`src/include/tt_err_pkg.sv`:
```
// Package with constants and carrier types for the time-triggered error level monitor
package tt_err_pkg;

   // ----------------------------------------
   // Error level encoding
   // ----------------------------------------
   localparam logic [1:0] LVL_NONE = 2'h0;  // No error
   localparam logic [1:0] LVL_WARN = 2'h1;  // Warning
   localparam logic [1:0] LVL_ERR = 2'h2;  // Error
   localparam logic [1:0] LVL_SEVERE = 2'h3;  // Severe error

   // ----------------------------------------
   // Counts and limits
   // ----------------------------------------
   localparam int MSC_W = 3;  // Status count width
   localparam logic [2:0] MSC_LIMIT = 3'h7;  // Count that marks a scheduling fault
   localparam logic [2:0] MSC_SPREAD_MAX = 3'h2;  // Largest tolerated max-min spread
   localparam logic [6:0] RTO_MAX = 7'h7f;  // Reference trigger offset forced at S2
   localparam int FSE_BYTES_L1 = 1;  // Entity bytes in level 1
   localparam int FSE_BYTES_L02 = 4;  // Entity bytes in levels 0 and 2
   localparam logic [3:0] DLC_MAX8 = 4'h8;  // Classic frame payload cap
   localparam logic [1:0] RST_LEVEL = 2'h0;  // Error level after reset

   // ----------------------------------------
   // Time-triggered level of operation
   // ----------------------------------------
   typedef enum logic [1:0] {TT_LEVEL0, TT_LEVEL1, TT_LEVEL2} tt_level_e;

   // Events from the trigger scheduler in one cycle
   typedef struct packed {
      logic cycle_start;  // Basic cycle start
      logic matrix_start;  // Matrix cycle start
      logic tx_trigger;  // A transmit trigger fired
      logic rx_trigger;  // A receive trigger fired
      logic watch_reached;  // Watch trigger reached, no reference seen
      logic merged_unclosed;  // Merged window left open
      logic txmark_beyond_ref;  // Transmit mark past reference trigger
      logic bus_off_entry;  // Controller entering bus-off
   } sched_ev_s;

   // Receive trigger element being processed
   typedef struct packed {
      logic [6:0] filter_num;  // Filter number of the element
      logic [2:0] message_status_count;  // Current status count
      logic exclusive;  // Element belongs to an exclusive window
   } rx_elem_s;

   // Interrupt flag bits, also used for their set and clear pulses
   typedef struct packed {
      logic elc;
      logic se1;
      logic se2;
      logic txo;
      logic txu;
      logic aw;
   } tt_flags_s;

endpackage : tt_err_pkg

```
`src/design/tt_err_level.sv`:
```
// Time-triggered error level monitor with reference payload and receive status update
//
// Functional notes
// - S2 blocks data frames, offset forced 127 when time master
// - S3 stops bus, no dominant, monitor
// - S3 holds until config change enable
// - Most severe wins, level changed flag
// - Config error sets level 11
// - Watch trigger reached sets level 11
// - Unserved watchdog: event, flag, 11, monitor
// - Bus-off sets 11, status and init
// - Tx count seven: level 10, flag
// - Tx overflow: level 10, flag
// - Spread or rx count seven: level 01
// - Tx underflow at matrix start: level 01
// - Reference uses configured identifier, entity bytes
// - Buffer 0 payload when selected, pending and longer than entity bytes
// - Reference identifier used for filtering
// - Reception routed to the receive FIFO on filter match
// - Rx count updated at trigger, in sync
// - Match decrements, mismatch increments count
// - Filter result cleared at trigger, cycle start
// - Flags stay set until written one
`timescale 1ns/10ps

module tt_err_level
   import tt_err_pkg::*;
#(
   parameter int AWD_W = 8,  // Width of the watchdog limit
   parameter int TX_CNT_W = 7  // Width of transmit counts
)
(
   input wire logic clk,
   input wire logic resetn,
   input wire tt_err_pkg::sched_ev_s sched_ev,
   input wire tt_err_pkg::tt_level_e tt_level,
   input wire logic time_master,
   input wire logic in_sync,
   input wire logic config_change_enable,
   input wire logic [AWD_W-1:0] app_watchdog_limit,
   input wire logic awd_tick,
   input wire logic status_read,
   input wire logic [TX_CNT_W-1:0] tx_count,
   input wire logic [TX_CNT_W-1:0] expected_tx_trigger_count,
   input wire logic tx_msc_at_limit,
   input wire logic [2:0] excl_msc_max,
   input wire logic [2:0] excl_msc_min,
   input wire tt_err_pkg::rx_elem_s rx_elem,
   input wire logic filter_match,
   input wire logic [6:0] filter_match_num,
   input wire logic [28:0] reference_identifier,
   input wire logic [28:0] rx_identifier,
   input wire logic rx_id_valid,
   input wire logic ref_payload_select,
   input wire logic buf0_request_pending,
   input wire logic [3:0] buf0_dlc,
   input wire logic ref_start,
   input wire tt_err_pkg::tt_flags_s flag_clear,
   output logic [1:0] error_level_field,
   output tt_err_pkg::tt_flags_s irq_flags,
   output logic app_watchdog_event_bit,
   output logic bus_monitor_bit,
   output logic initialization_bit,
   output logic bus_off_status,
   output logic tx_frames_enable,
   output logic dominant_enable,
   output logic [6:0] reference_trigger_offset,
   output logic [28:0] ref_tx_identifier,
   output logic [3:0] ref_fse_bytes,
   output logic [3:0] ref_total_bytes,
   output logic ref_from_buf0,
   output logic ref_id_hit,
   output logic rx_to_fifo,
   output logic msc_write,
   output logic [2:0] msc_new
);

   // ----------------------------------------
   // Elaboration checks
   // ----------------------------------------
   if (AWD_W < 1 || TX_CNT_W < 1)
   begin : g_bad_width
      $error("tt_err_level: widths must be positive");
   end

   // ----------------------------------------
   // Reset synchroniser
   // ----------------------------------------
   logic rst_q1;  // First stage, read only by second
   logic rst_n;  // Internal reset copy

   // Release reset through two flip-flops
   always_ff @(posedge clk or negedge resetn)
   begin
      if (!resetn)
      begin
         rst_q1 <= 1'b0;
         rst_n <= 1'b0;
      end
      else
      begin
         rst_q1 <= 1'b1;
         rst_n <= rst_q1;
      end
   end

   // ----------------------------------------
   // Severe condition sources
   // ----------------------------------------
   logic [AWD_W-1:0] awd_cnt;  // Watchdog ticks since last service
   logic severe_latch;  // Sticky S3 until reconfiguration
   logic awd_expire;
   logic cfg_err;
   logic severe_ev;

   assign awd_expire = awd_tick && !status_read && (awd_cnt >= app_watchdog_limit)
      && (app_watchdog_limit != '0);
   assign cfg_err = sched_ev.merged_unclosed || sched_ev.txmark_beyond_ref;
   assign severe_ev = cfg_err || sched_ev.watch_reached
      || awd_expire || sched_ev.bus_off_entry;

   // Watchdog counter, served by status register reads
   always_ff @(posedge clk or negedge rst_n)
   begin
      if (!rst_n)
         awd_cnt <= '0;
      else if (status_read || severe_latch)
         awd_cnt <= '0;  // Serviced, or already stopped
      else if (awd_tick && awd_cnt != '1)
         awd_cnt <= awd_cnt + 1'b1;
   end

   // Severe level is held until software opens configuration
   always_ff @(posedge clk or negedge rst_n)
   begin
      if (!rst_n)
         severe_latch <= 1'b0;
      else if (severe_ev)
         severe_latch <= 1'b1;  // Event wins over the clearing write
      else if (config_change_enable)
         severe_latch <= 1'b0;
   end

   // Watchdog event and bus-off bits set by their own events, monitor bit by any severe event; all clear at reconfiguration
   always_ff @(posedge clk or negedge rst_n)
   begin
      if (!rst_n)
      begin
         app_watchdog_event_bit <= 1'b0;
         bus_off_status <= 1'b0;
         initialization_bit <= 1'b0;
         bus_monitor_bit <= 1'b0;
      end
      else
      begin
         if (awd_expire)
            app_watchdog_event_bit <= 1'b1;
         else if (config_change_enable)
            app_watchdog_event_bit <= 1'b0;
         if (sched_ev.bus_off_entry)
         begin
            bus_off_status <= 1'b1;
            initialization_bit <= 1'b1;
         end
         else if (config_change_enable)
         begin
            bus_off_status <= 1'b0;
            initialization_bit <= 1'b0;
         end
         if (severe_ev)
            bus_monitor_bit <= 1'b1;
         else if (config_change_enable)
            bus_monitor_bit <= 1'b0;
      end
   end

   // ----------------------------------------
   // Error and warning sources
   // ----------------------------------------
   logic err_state;  // S2 condition held to matrix start
   logic warn_state;  // S1 condition held to matrix start
   logic se2_hit_cyc;  // Some tx count reached 7 this matrix cycle
   logic se1_hit_cyc;  // Spread or rx limit seen this matrix cycle
   logic txo_ev;
   logic se2_ev;
   logic se1_ev;
   logic txu_ev;
   logic spread_bad;
   logic rx_limit;

   assign txo_ev = sched_ev.tx_trigger && (tx_count >= expected_tx_trigger_count);
   assign se2_ev = tx_msc_at_limit;
   assign spread_bad = (excl_msc_max - excl_msc_min) > MSC_SPREAD_MAX;
   assign rx_limit = rx_elem.exclusive && (rx_elem.message_status_count == MSC_LIMIT);
   assign se1_ev = spread_bad || rx_limit;
   assign txu_ev = sched_ev.matrix_start
      && (tx_count < expected_tx_trigger_count);

   // Levels 10 and 01 persist through the matrix cycle and are reassessed at its start
   always_ff @(posedge clk or negedge rst_n)
   begin
      if (!rst_n)
      begin
         err_state <= 1'b0;
         warn_state <= 1'b0;
         se2_hit_cyc <= 1'b0;
         se1_hit_cyc <= 1'b0;
      end
      else if (sched_ev.matrix_start)
      begin
         // Held unless the closing cycle was clean; new events still count
         err_state <= 1'b1;
         warn_state <= 1'b1;
         se2_hit_cyc <= se2_ev;
         se1_hit_cyc <= se1_ev;
         if (!se2_hit_cyc && !se2_ev && !txo_ev && !(tx_count > expected_tx_trigger_count))
            err_state <= 1'b0;
         if (!se1_hit_cyc && !se1_ev && !txu_ev)
            warn_state <= 1'b0;
      end
      else
      begin
         if (se2_ev || txo_ev)
            err_state <= 1'b1;
         if (se1_ev)
            warn_state <= 1'b1;
         se2_hit_cyc <= se2_hit_cyc || se2_ev;
         se1_hit_cyc <= se1_hit_cyc || se1_ev;
      end
   end

   // ----------------------------------------
   // Level selection, most severe prevails
   // ----------------------------------------
   logic [1:0] next_level;
   assign next_level = ((severe_latch && !config_change_enable) || severe_ev)
      ? LVL_SEVERE : err_state ? LVL_ERR :
      warn_state ? LVL_WARN : LVL_NONE;

   always_ff @(posedge clk or negedge rst_n)
   begin
      if (!rst_n)
         error_level_field <= RST_LEVEL;
      else
         error_level_field <= next_level;
   end

   // ----------------------------------------
   // Sticky flags, write one to clear
   // ----------------------------------------
   tt_flags_s flag_set;
   assign flag_set.elc = severe_ev || se2_ev || txo_ev || se1_ev || txu_ev;
   assign flag_set.se1 = se1_ev;
   assign flag_set.se2 = se2_ev;
   assign flag_set.txo = txo_ev;
   assign flag_set.txu = txu_ev;
   assign flag_set.aw = awd_expire;

   // Set beats a same-cycle clear so no event is lost
   always_ff @(posedge clk or negedge rst_n)
   begin
      if (!rst_n)
         irq_flags <= '0;
      else
         irq_flags <= flag_set | (irq_flags & ~flag_clear);
   end

   // ----------------------------------------
   // Bus gating by level
   // ----------------------------------------
   // Registered from the next level so outputs stay flop driven and change in the same cycle as the level field
   always_ff @(posedge clk or negedge rst_n)
   begin
      if (!rst_n)
      begin
         tx_frames_enable <= 1'b1;
         dominant_enable <= 1'b1;
         reference_trigger_offset <= '0;
      end
      else
      begin
         tx_frames_enable <= (next_level == LVL_NONE) || (next_level == LVL_WARN);
         dominant_enable <= (next_level != LVL_SEVERE);
         reference_trigger_offset <= (next_level == LVL_ERR && time_master)
            ? RTO_MAX : '0;
      end
   end

   // ----------------------------------------
   // Reference message assembly
   // ----------------------------------------
   logic [3:0] fse_bytes;
   logic use_buf0;
   logic [3:0] buf0_len;
   assign fse_bytes = (tt_level == TT_LEVEL1) ? 4'(FSE_BYTES_L1) : 4'(FSE_BYTES_L02);
   assign use_buf0 = ref_payload_select && buf0_request_pending;
   assign buf0_len = (buf0_dlc > DLC_MAX8) ? DLC_MAX8 : buf0_dlc;

   // Captured at reference start so later buffer edits cannot tear the frame
   always_ff @(posedge clk or negedge rst_n)
   begin
      if (!rst_n)
      begin
         ref_tx_identifier <= '0;
         ref_fse_bytes <= '0;
         ref_total_bytes <= '0;
         ref_from_buf0 <= 1'b0;
      end
      else if (ref_start && time_master)
      begin
         ref_tx_identifier <= reference_identifier;
         ref_fse_bytes <= fse_bytes;
         ref_from_buf0 <= use_buf0 && (buf0_len > fse_bytes);
         ref_total_bytes <= (use_buf0 && buf0_len > fse_bytes) ? buf0_len : fse_bytes;
      end
   end

   // Identifier recognition and FIFO routing
   always_ff @(posedge clk or negedge rst_n)
   begin
      if (!rst_n)
      begin
         ref_id_hit <= 1'b0;
         rx_to_fifo <= 1'b0;
      end
      else
      begin
         ref_id_hit <= rx_id_valid && (rx_identifier == reference_identifier);
         rx_to_fifo <= filter_match;
      end
   end

   // ----------------------------------------
   // Receive trigger status count update
   // ----------------------------------------
   logic afr_valid;  // Stored filter result present
   logic [6:0] afr_num;  // Stored filter number
   logic rx_hit;
   assign rx_hit = afr_valid && (afr_num == rx_elem.filter_num);

   // Latest match of the basic cycle, cleared at receive triggers and cycle starts
   always_ff @(posedge clk or negedge rst_n)
   begin
      if (!rst_n)
      begin
         afr_valid <= 1'b0;
         afr_num <= '0;
      end
      else if (sched_ev.rx_trigger || sched_ev.cycle_start)
         afr_valid <= 1'b0;
      else if (filter_match)
      begin
         afr_valid <= 1'b1;
         afr_num <= filter_match_num;
      end
   end

   // Saturating count update; counts start at zero by software setup
   always_ff @(posedge clk or negedge rst_n)
   begin
      if (!rst_n)
      begin
         msc_write <= 1'b0;
         msc_new <= '0;
      end
      else
      begin
         msc_write <= sched_ev.rx_trigger && in_sync;
         if (rx_hit)
            msc_new <= (rx_elem.message_status_count == '0) ? '0 : rx_elem.message_status_count - 1'b1;
         else
            msc_new <= (rx_elem.message_status_count == MSC_LIMIT) ? MSC_LIMIT : rx_elem.message_status_count + 1'b1;
      end
   end

endmodule : tt_err_level

```
`config.mk`:
```
export PLATFORM = sky130hd
export DESIGN_NAME = tt_err_level
export DESIGN_NICKNAME = d
export VERILOG_FILES = /design/src/include/tt_err_pkg.sv /design/src/design/tt_err_level.sv
export SDC_FILE = /design/constraint.sdc
export NUM_CORES = 1
export LEC_CHECK = 0
export ABC_AREA = 1
export BUFFER_PORTS_ARGS = -buffer_cell sky130_fd_sc_hd__buf_4
export CELL_PAD_IN_SITES_DETAIL_PLACEMENT = 1
export CELL_PAD_IN_SITES_GLOBAL_PLACEMENT = 1
export CORE_ASPECT_RATIO = 2
export CORE_MARGIN = 2
export CORE_UTILIZATION = 35
export DETAILED_ROUTE_END_ITERATION = 10
export PLACE_DENSITY_LB_ADDON = 0.1
export SLEW_MARGIN = 10
export SYNTH_ARGS = -nofsm -noshare
export SYNTH_HDL_FRONTEND = slang
export SYNTH_SLANG_ARGS = --single-unit
```
`constraint.sdc`:
```
create_clock -name clk -period 7.4 [get_ports clk]
set_input_delay 2.22 -clock clk [delete_from_list [all_inputs] [get_ports clk]]
set_output_delay 2.22 -clock clk [all_outputs]
set_load 0.05 [all_outputs]
```
-- Word-level counts from Yosys, hierarchy flattened
Index checks and enable logic that the tools add are counted.
- register bits after elaboration: 86
- input port bits: 137
- output and inout bits: 65
- word-level logic and storage cells: 135
- $add $sub $neg: 4
- $lt $le $gt $ge: 7
- equal/unequal tests: 8
- multiplexer cells: 26
- bitwise gates (word level): 4
- reductions and logical operators: 56
- operators by type and width (cell ; number):
    $eq 29x29->1 ; 1
    $logic_and 1x1->1 ; 20
    $logic_or 1x1->1 ; 16
    $mux 8 ; 2
    $mux 1 ; 15
    $reduce_bool 2->1 ; 7
    $mux 3 ; 4
    $logic_not 1->1 ; 9
    $add 8x1->8 const B ; 1
    $ge 8x8->1 ; 1
    $mux 4 ; 2
    $ne 8x8->1 const B ; 1
    $reduce_bool 8->1 ; 1
    $eq 7x7->1 ; 1
    $ge 7x7->1 ; 1
    $gt 7x7->1 ; 1
    $lt 7x7->1 ; 1
    $mux 7 ; 1
    $and 6x6->6 ; 1
    $not 6->6 ; 1
    $or 6x6->6 ; 1
    $eq 2x1->1 const B ; 2
    $gt 4x3->1 ; 1
    $gt 4x4->1 const B ; 1
    other kinds (12) ; 13

-- Depth between registers and ports, before layout
- depth in word-level cells: 11
- depth in mapped cells: 12
- mapped depth without buffers: 12

-- Worst setup path before layout
Ideal clock, no wire load.
- path type: input to register
- start: input port excl_msc_max[0]
- end: register irq_flags[5] (netlist bit)
- library setup time: 134 ps
- data arrival time: 3299 ps
- data required time: 7266 ps
- path slack: 3966 ps
- stages: 9
- buffers on the path: 0
- cells stage by stage: inv_1 -> ha_1 -> inv_1 -> fa_1 -> inv_1 -> o21ai_0 -> nand3b_1 -> nor2_1 -> nand3_1
- word-level cells in the longest chain between the ends: 6
- RTL lines (item ; RTL line ; source):
    start: declaration ; tt_err_level.sv:46 ; input wire logic [2:0] excl_msc_max,
    $sub 3x3->3 ; tt_err_level.sv:193 ; assign spread_bad = (excl_msc_max - excl_msc_min) > MSC_SPREAD_MAX;
    $gt 3x2->1 ; tt_err_level.sv:193 ;
    $logic_or 1x1->1 ; tt_err_level.sv:195 ; assign se1_ev = spread_bad || rx_limit;
    $logic_or 1x1->1 (2 in series) ; tt_err_level.sv:252 ; assign flag_set.elc = severe_ev || se2_ev || txo_ev || se1_ev || txu_ev;
    $or 6x6->6 ; tt_err_level.sv:265 ; irq_flags <= flag_set | (irq_flags & ~flag_clear);
    end signal: assignment ; tt_err_level.sv:265 ;
    end: declaration ; tt_err_level.sv:60 ; output tt_err_pkg::tt_flags_s irq_flags,
Every way passes these cells.
A chain may end at the register's enable or synchronous reset.

-- Worst setup path after layout
- start: input port tt_level[1]
- end: register ref_total_bytes[1]
- word-level cells in the longest chain between the ends: 5
- RTL lines (item ; RTL line ; source):
    start: declaration ; tt_err_level.sv:36 ; input wire tt_err_pkg::tt_level_e tt_level,
    $eq 2x1->1 ; tt_err_level.sv:295 ; assign fse_bytes = (tt_level == TT_LEVEL1) ? 4'(FSE_BYTES_L1) : 4'(FSE_BYTES_L02);
    $mux 3 ; tt_err_level.sv:295 ;
    via fse_bytes[0] ; tt_err_level.sv:292 ; logic [3:0] fse_bytes;
    $gt 4x3->1 ; tt_err_level.sv:314 ; ref_total_bytes <= (use_buf0 && buf0_len > fse_bytes) ? buf0_len : fse_bytes;
    $logic_and 1x1->1 ; tt_err_level.sv:314 ;
    $mux 4 ; tt_err_level.sv:314 ;
    end signal: assignment ; tt_err_level.sv:314 ;
    end: declaration ; tt_err_level.sv:70 ; output logic [3:0] ref_total_bytes,
The timed path passes the listed nets, and every way through them passes these cells.

==> results.ini <==
[logic_synthesis]
synthDistinctLibCells=31
yosysTopAreaCellShare=0.443
ys.flop_type=dfrtp_1
synth_compound_gate_area_share=0.0869
yosys.area_share.adder=0.0717
synth_most_common_cell=nand2_1
ys_ff_latch=78
seq_area_frac_synth=0.455
synth_area_leaders=dfrtp_1 44%, nand2_1 15%, inv_1 7.8%
yosys.area_share.xor_xnor=0.0286
avgSynthCellArea_sq_um=7.79
yosysTopAreaCell=dfrtp_1
postSynth.asyncResetShare=1.00
yosysWarningCount=0
syn-instance-count=551
synth_common_cells=173 x nand2_1, 89 x inv_1, 76 x dfrtp_1
synth_top_family_by_area=simple AND/OR/NAND/NOR gates
synth-edff-count=0
synth_area_sq_um=4290
synth_mux_area_frac=0.0128
synthSimpleGateAreaFrac=0.241

[clock_tree]
cts_resized=0
cts_hold_buf=0
root_buffer=clkbuf_16
postCtsSetupBuffers=0
clockBufferDepth=2
cts_tree=built
cts_inserted_buffers=9
htreeDepth=3
clk_latency_ns=0.33
cts.sinks=78
cts.reportedPaths.clkPinSlew_ns=0.06

[die]
initial_core_util=0.356
placeableCoreArea_sq_um=12100
die_x_microns=82.3
dieArea_sq_um=13200
die_h_microns=161
io_pins=202
rows=57

[worst_hold_path]
whs_path_depth=0
hp-start=rst_q1$_DFF_PN0_
hp-class=flop to flop
holdPathEnd=rst_n$_DFF_PN0_

[timing]
period_needed_ns=3.46
hold_ws_ns=0.351
finalMaxSlewViolations=0
setup_viol=0
finalCritPeriodShare=0.468
setup_tns_ns=0
fin_worst_skew_ns=0.00631
worstMarginPinSlew_ns=1.02
rsz0062_at_grt=false
slew_headroom=0.319
fmax_ghz=0.289
hold_violations=0

[critical_path]
r2r-start=awd_cnt[3]$_DFFE_PN0P_
path_class=input port to flop
path_depth=8
arrival_ns=3.70
cp-start-kind=input port
cp_max_fo=5
slowest_delay_ns=0.32
reg2reg_depth=9
cp-startpoint=tt_level[1]
required_ns=7.64
cp_num_buf_inv=1
rrSetupSlack_ns=5.72
crit_slowest_cell=nor2_1
critical_path.top_delay_family=simple AND/OR/NAND/NOR gates
crit_chain=buf_4 > nor2_1 > ha_1 > o21ai_0 > nand2_1 > nand2_1 > nand4_1 > o21ai_0
end_kind=flop
reg2reg_to=error_level_field[1]$_DFF_PN0_

[routing]
vias=4293
firstDrtPassIters=4
post_drt_via_cell_ratio=4.78
ant_nets=0
first_iter_violations=89
wl_per_cell_microns=15.0
finalWirelength_microns=13500
drc=0

[pwr]
ir_drop_mv=0.129
sequentialPowerShare=0.390
p_switching_w=0.000406
power_frac_comb=0.263
internal-power_w=0.000861
powerDensity_nw_per_um2=205
leakage_nw=3.46
swShare=0.320
total_power_w=0.00127
p_clk_frac=0.346

[cells_and_area]
drive_gt1_frac=0.302
antenna_cells=0
area_delta_synth_final_pct=43.9
nets=907

[placed_design]
gp_congestion=0.779
hpwl_microns=11200
io_buffers=199

[global_routing]
grt_max_degree=77
grt.overflow.total=0
grt_pass1_vias=4680
grt_pass1_wl_microns=21000
grt_antenna_before_repair=0
grtUsageTotal=0.211

[status]
outcome=finished clean

[job]
drv_cap=0

power groups by stage:
stage          registers (W)  clock network, W  logic [W]
6_report            0.000495          0.000439   0.000333
5_1_grt             0.000500          0.000467   0.000363
4_1_cts             0.000496          0.000452   0.000338
3_5_place_dp        0.000503                 0   0.000337
3_3_place_gp        0.000500                 0   0.000328
2_1_floorplan       0.000599                 0  0.0000932
per-stage QoR:
stage / util / std cells / area [sq um] / worst slack, ns
after floorplan: - / 552 / 4300 / 3.97
after global placement: 0.488 / 882 / 5880 / 3.78
after detailed placement: 0.488 / 882 / 5880 / 3.63
after CTS: 0.513 / 898 / 6180 / 3.96
after global routing: 0.513 / 898 / 6180 / 3.80
final: 0.513 / 898 / 6180 / 3.94
state kept, by name, summed over array words and instances (netlist names), 2 cells and up:
name,count
afr_num,7
awd_cnt,8
error_level_field,2
irq_flags,6
msc_new,3
ref_fse_bytes,2
ref_total_bytes,4
ref_tx_identifier,29
placed cells by master (no fill, tap or decap), types with 8 or more instances in the layout:
master,Yosys,routed
a21oi_1,15,15
buf_4,9,200
clkbuf_16,0,9
dfrtp_1,76,75
ha_1,23,23
inv_1,89,89
nand2_1,173,173
nand3_1,17,17
nand4_1,8,8
nor2_1,38,38
o21ai_0,45,45
xor2_1,8,8
worst max path at each step:
stage / to / slack (ns)
6_report: ref_total_bytes[1]$_DFFE_PN0P_ / 3.94
2_1_floorplan: irq_flags[5]$_DFF_PN0_ / 3.97
4_1_cts: ref_total_bytes[3]$_DFFE_PN0P_ / 3.96
5_1_grt: ref_total_bytes[3]$_DFFE_PN0P_ / 3.80
3_3_place_gp: irq_flags[4]$_DFF_PN0_ / 3.78
3_5_place_dp: ref_total_bytes[1]$_DFFE_PN0P_ / 3.63
routing by layer:
layer | global-route usage | wire length (microns)
met4 | 0.0977 | 504
met3 | 0.0489 | 808
met5 | 0 | 0
met1 | 0.183 | 4220
met2 | 0.418 | 7940
layout make-up:
type	count	area [sq um]
well taps	147	184
multi-input cells	368	1910
inverters	89	334
repair buffers	200	1500
clock inverters	4	47.5
flip-flops and latches	78	1960
fillers	1528	5880
clock buffers	12	246
logic make-up (layout without fill, tap and decap cells):
family,Yosys count,count (layout)
buffers and inverters,106,305
DFF,78,78
adders and majority gates,24,24
other,2,3
AOI/OAI and AO/OA,71,71
and+or+nand+nor,251,251
xor gates and xnor gates,14,14
muxes,5,5
No activity file was read; power rests on OpenSTA's default activity.
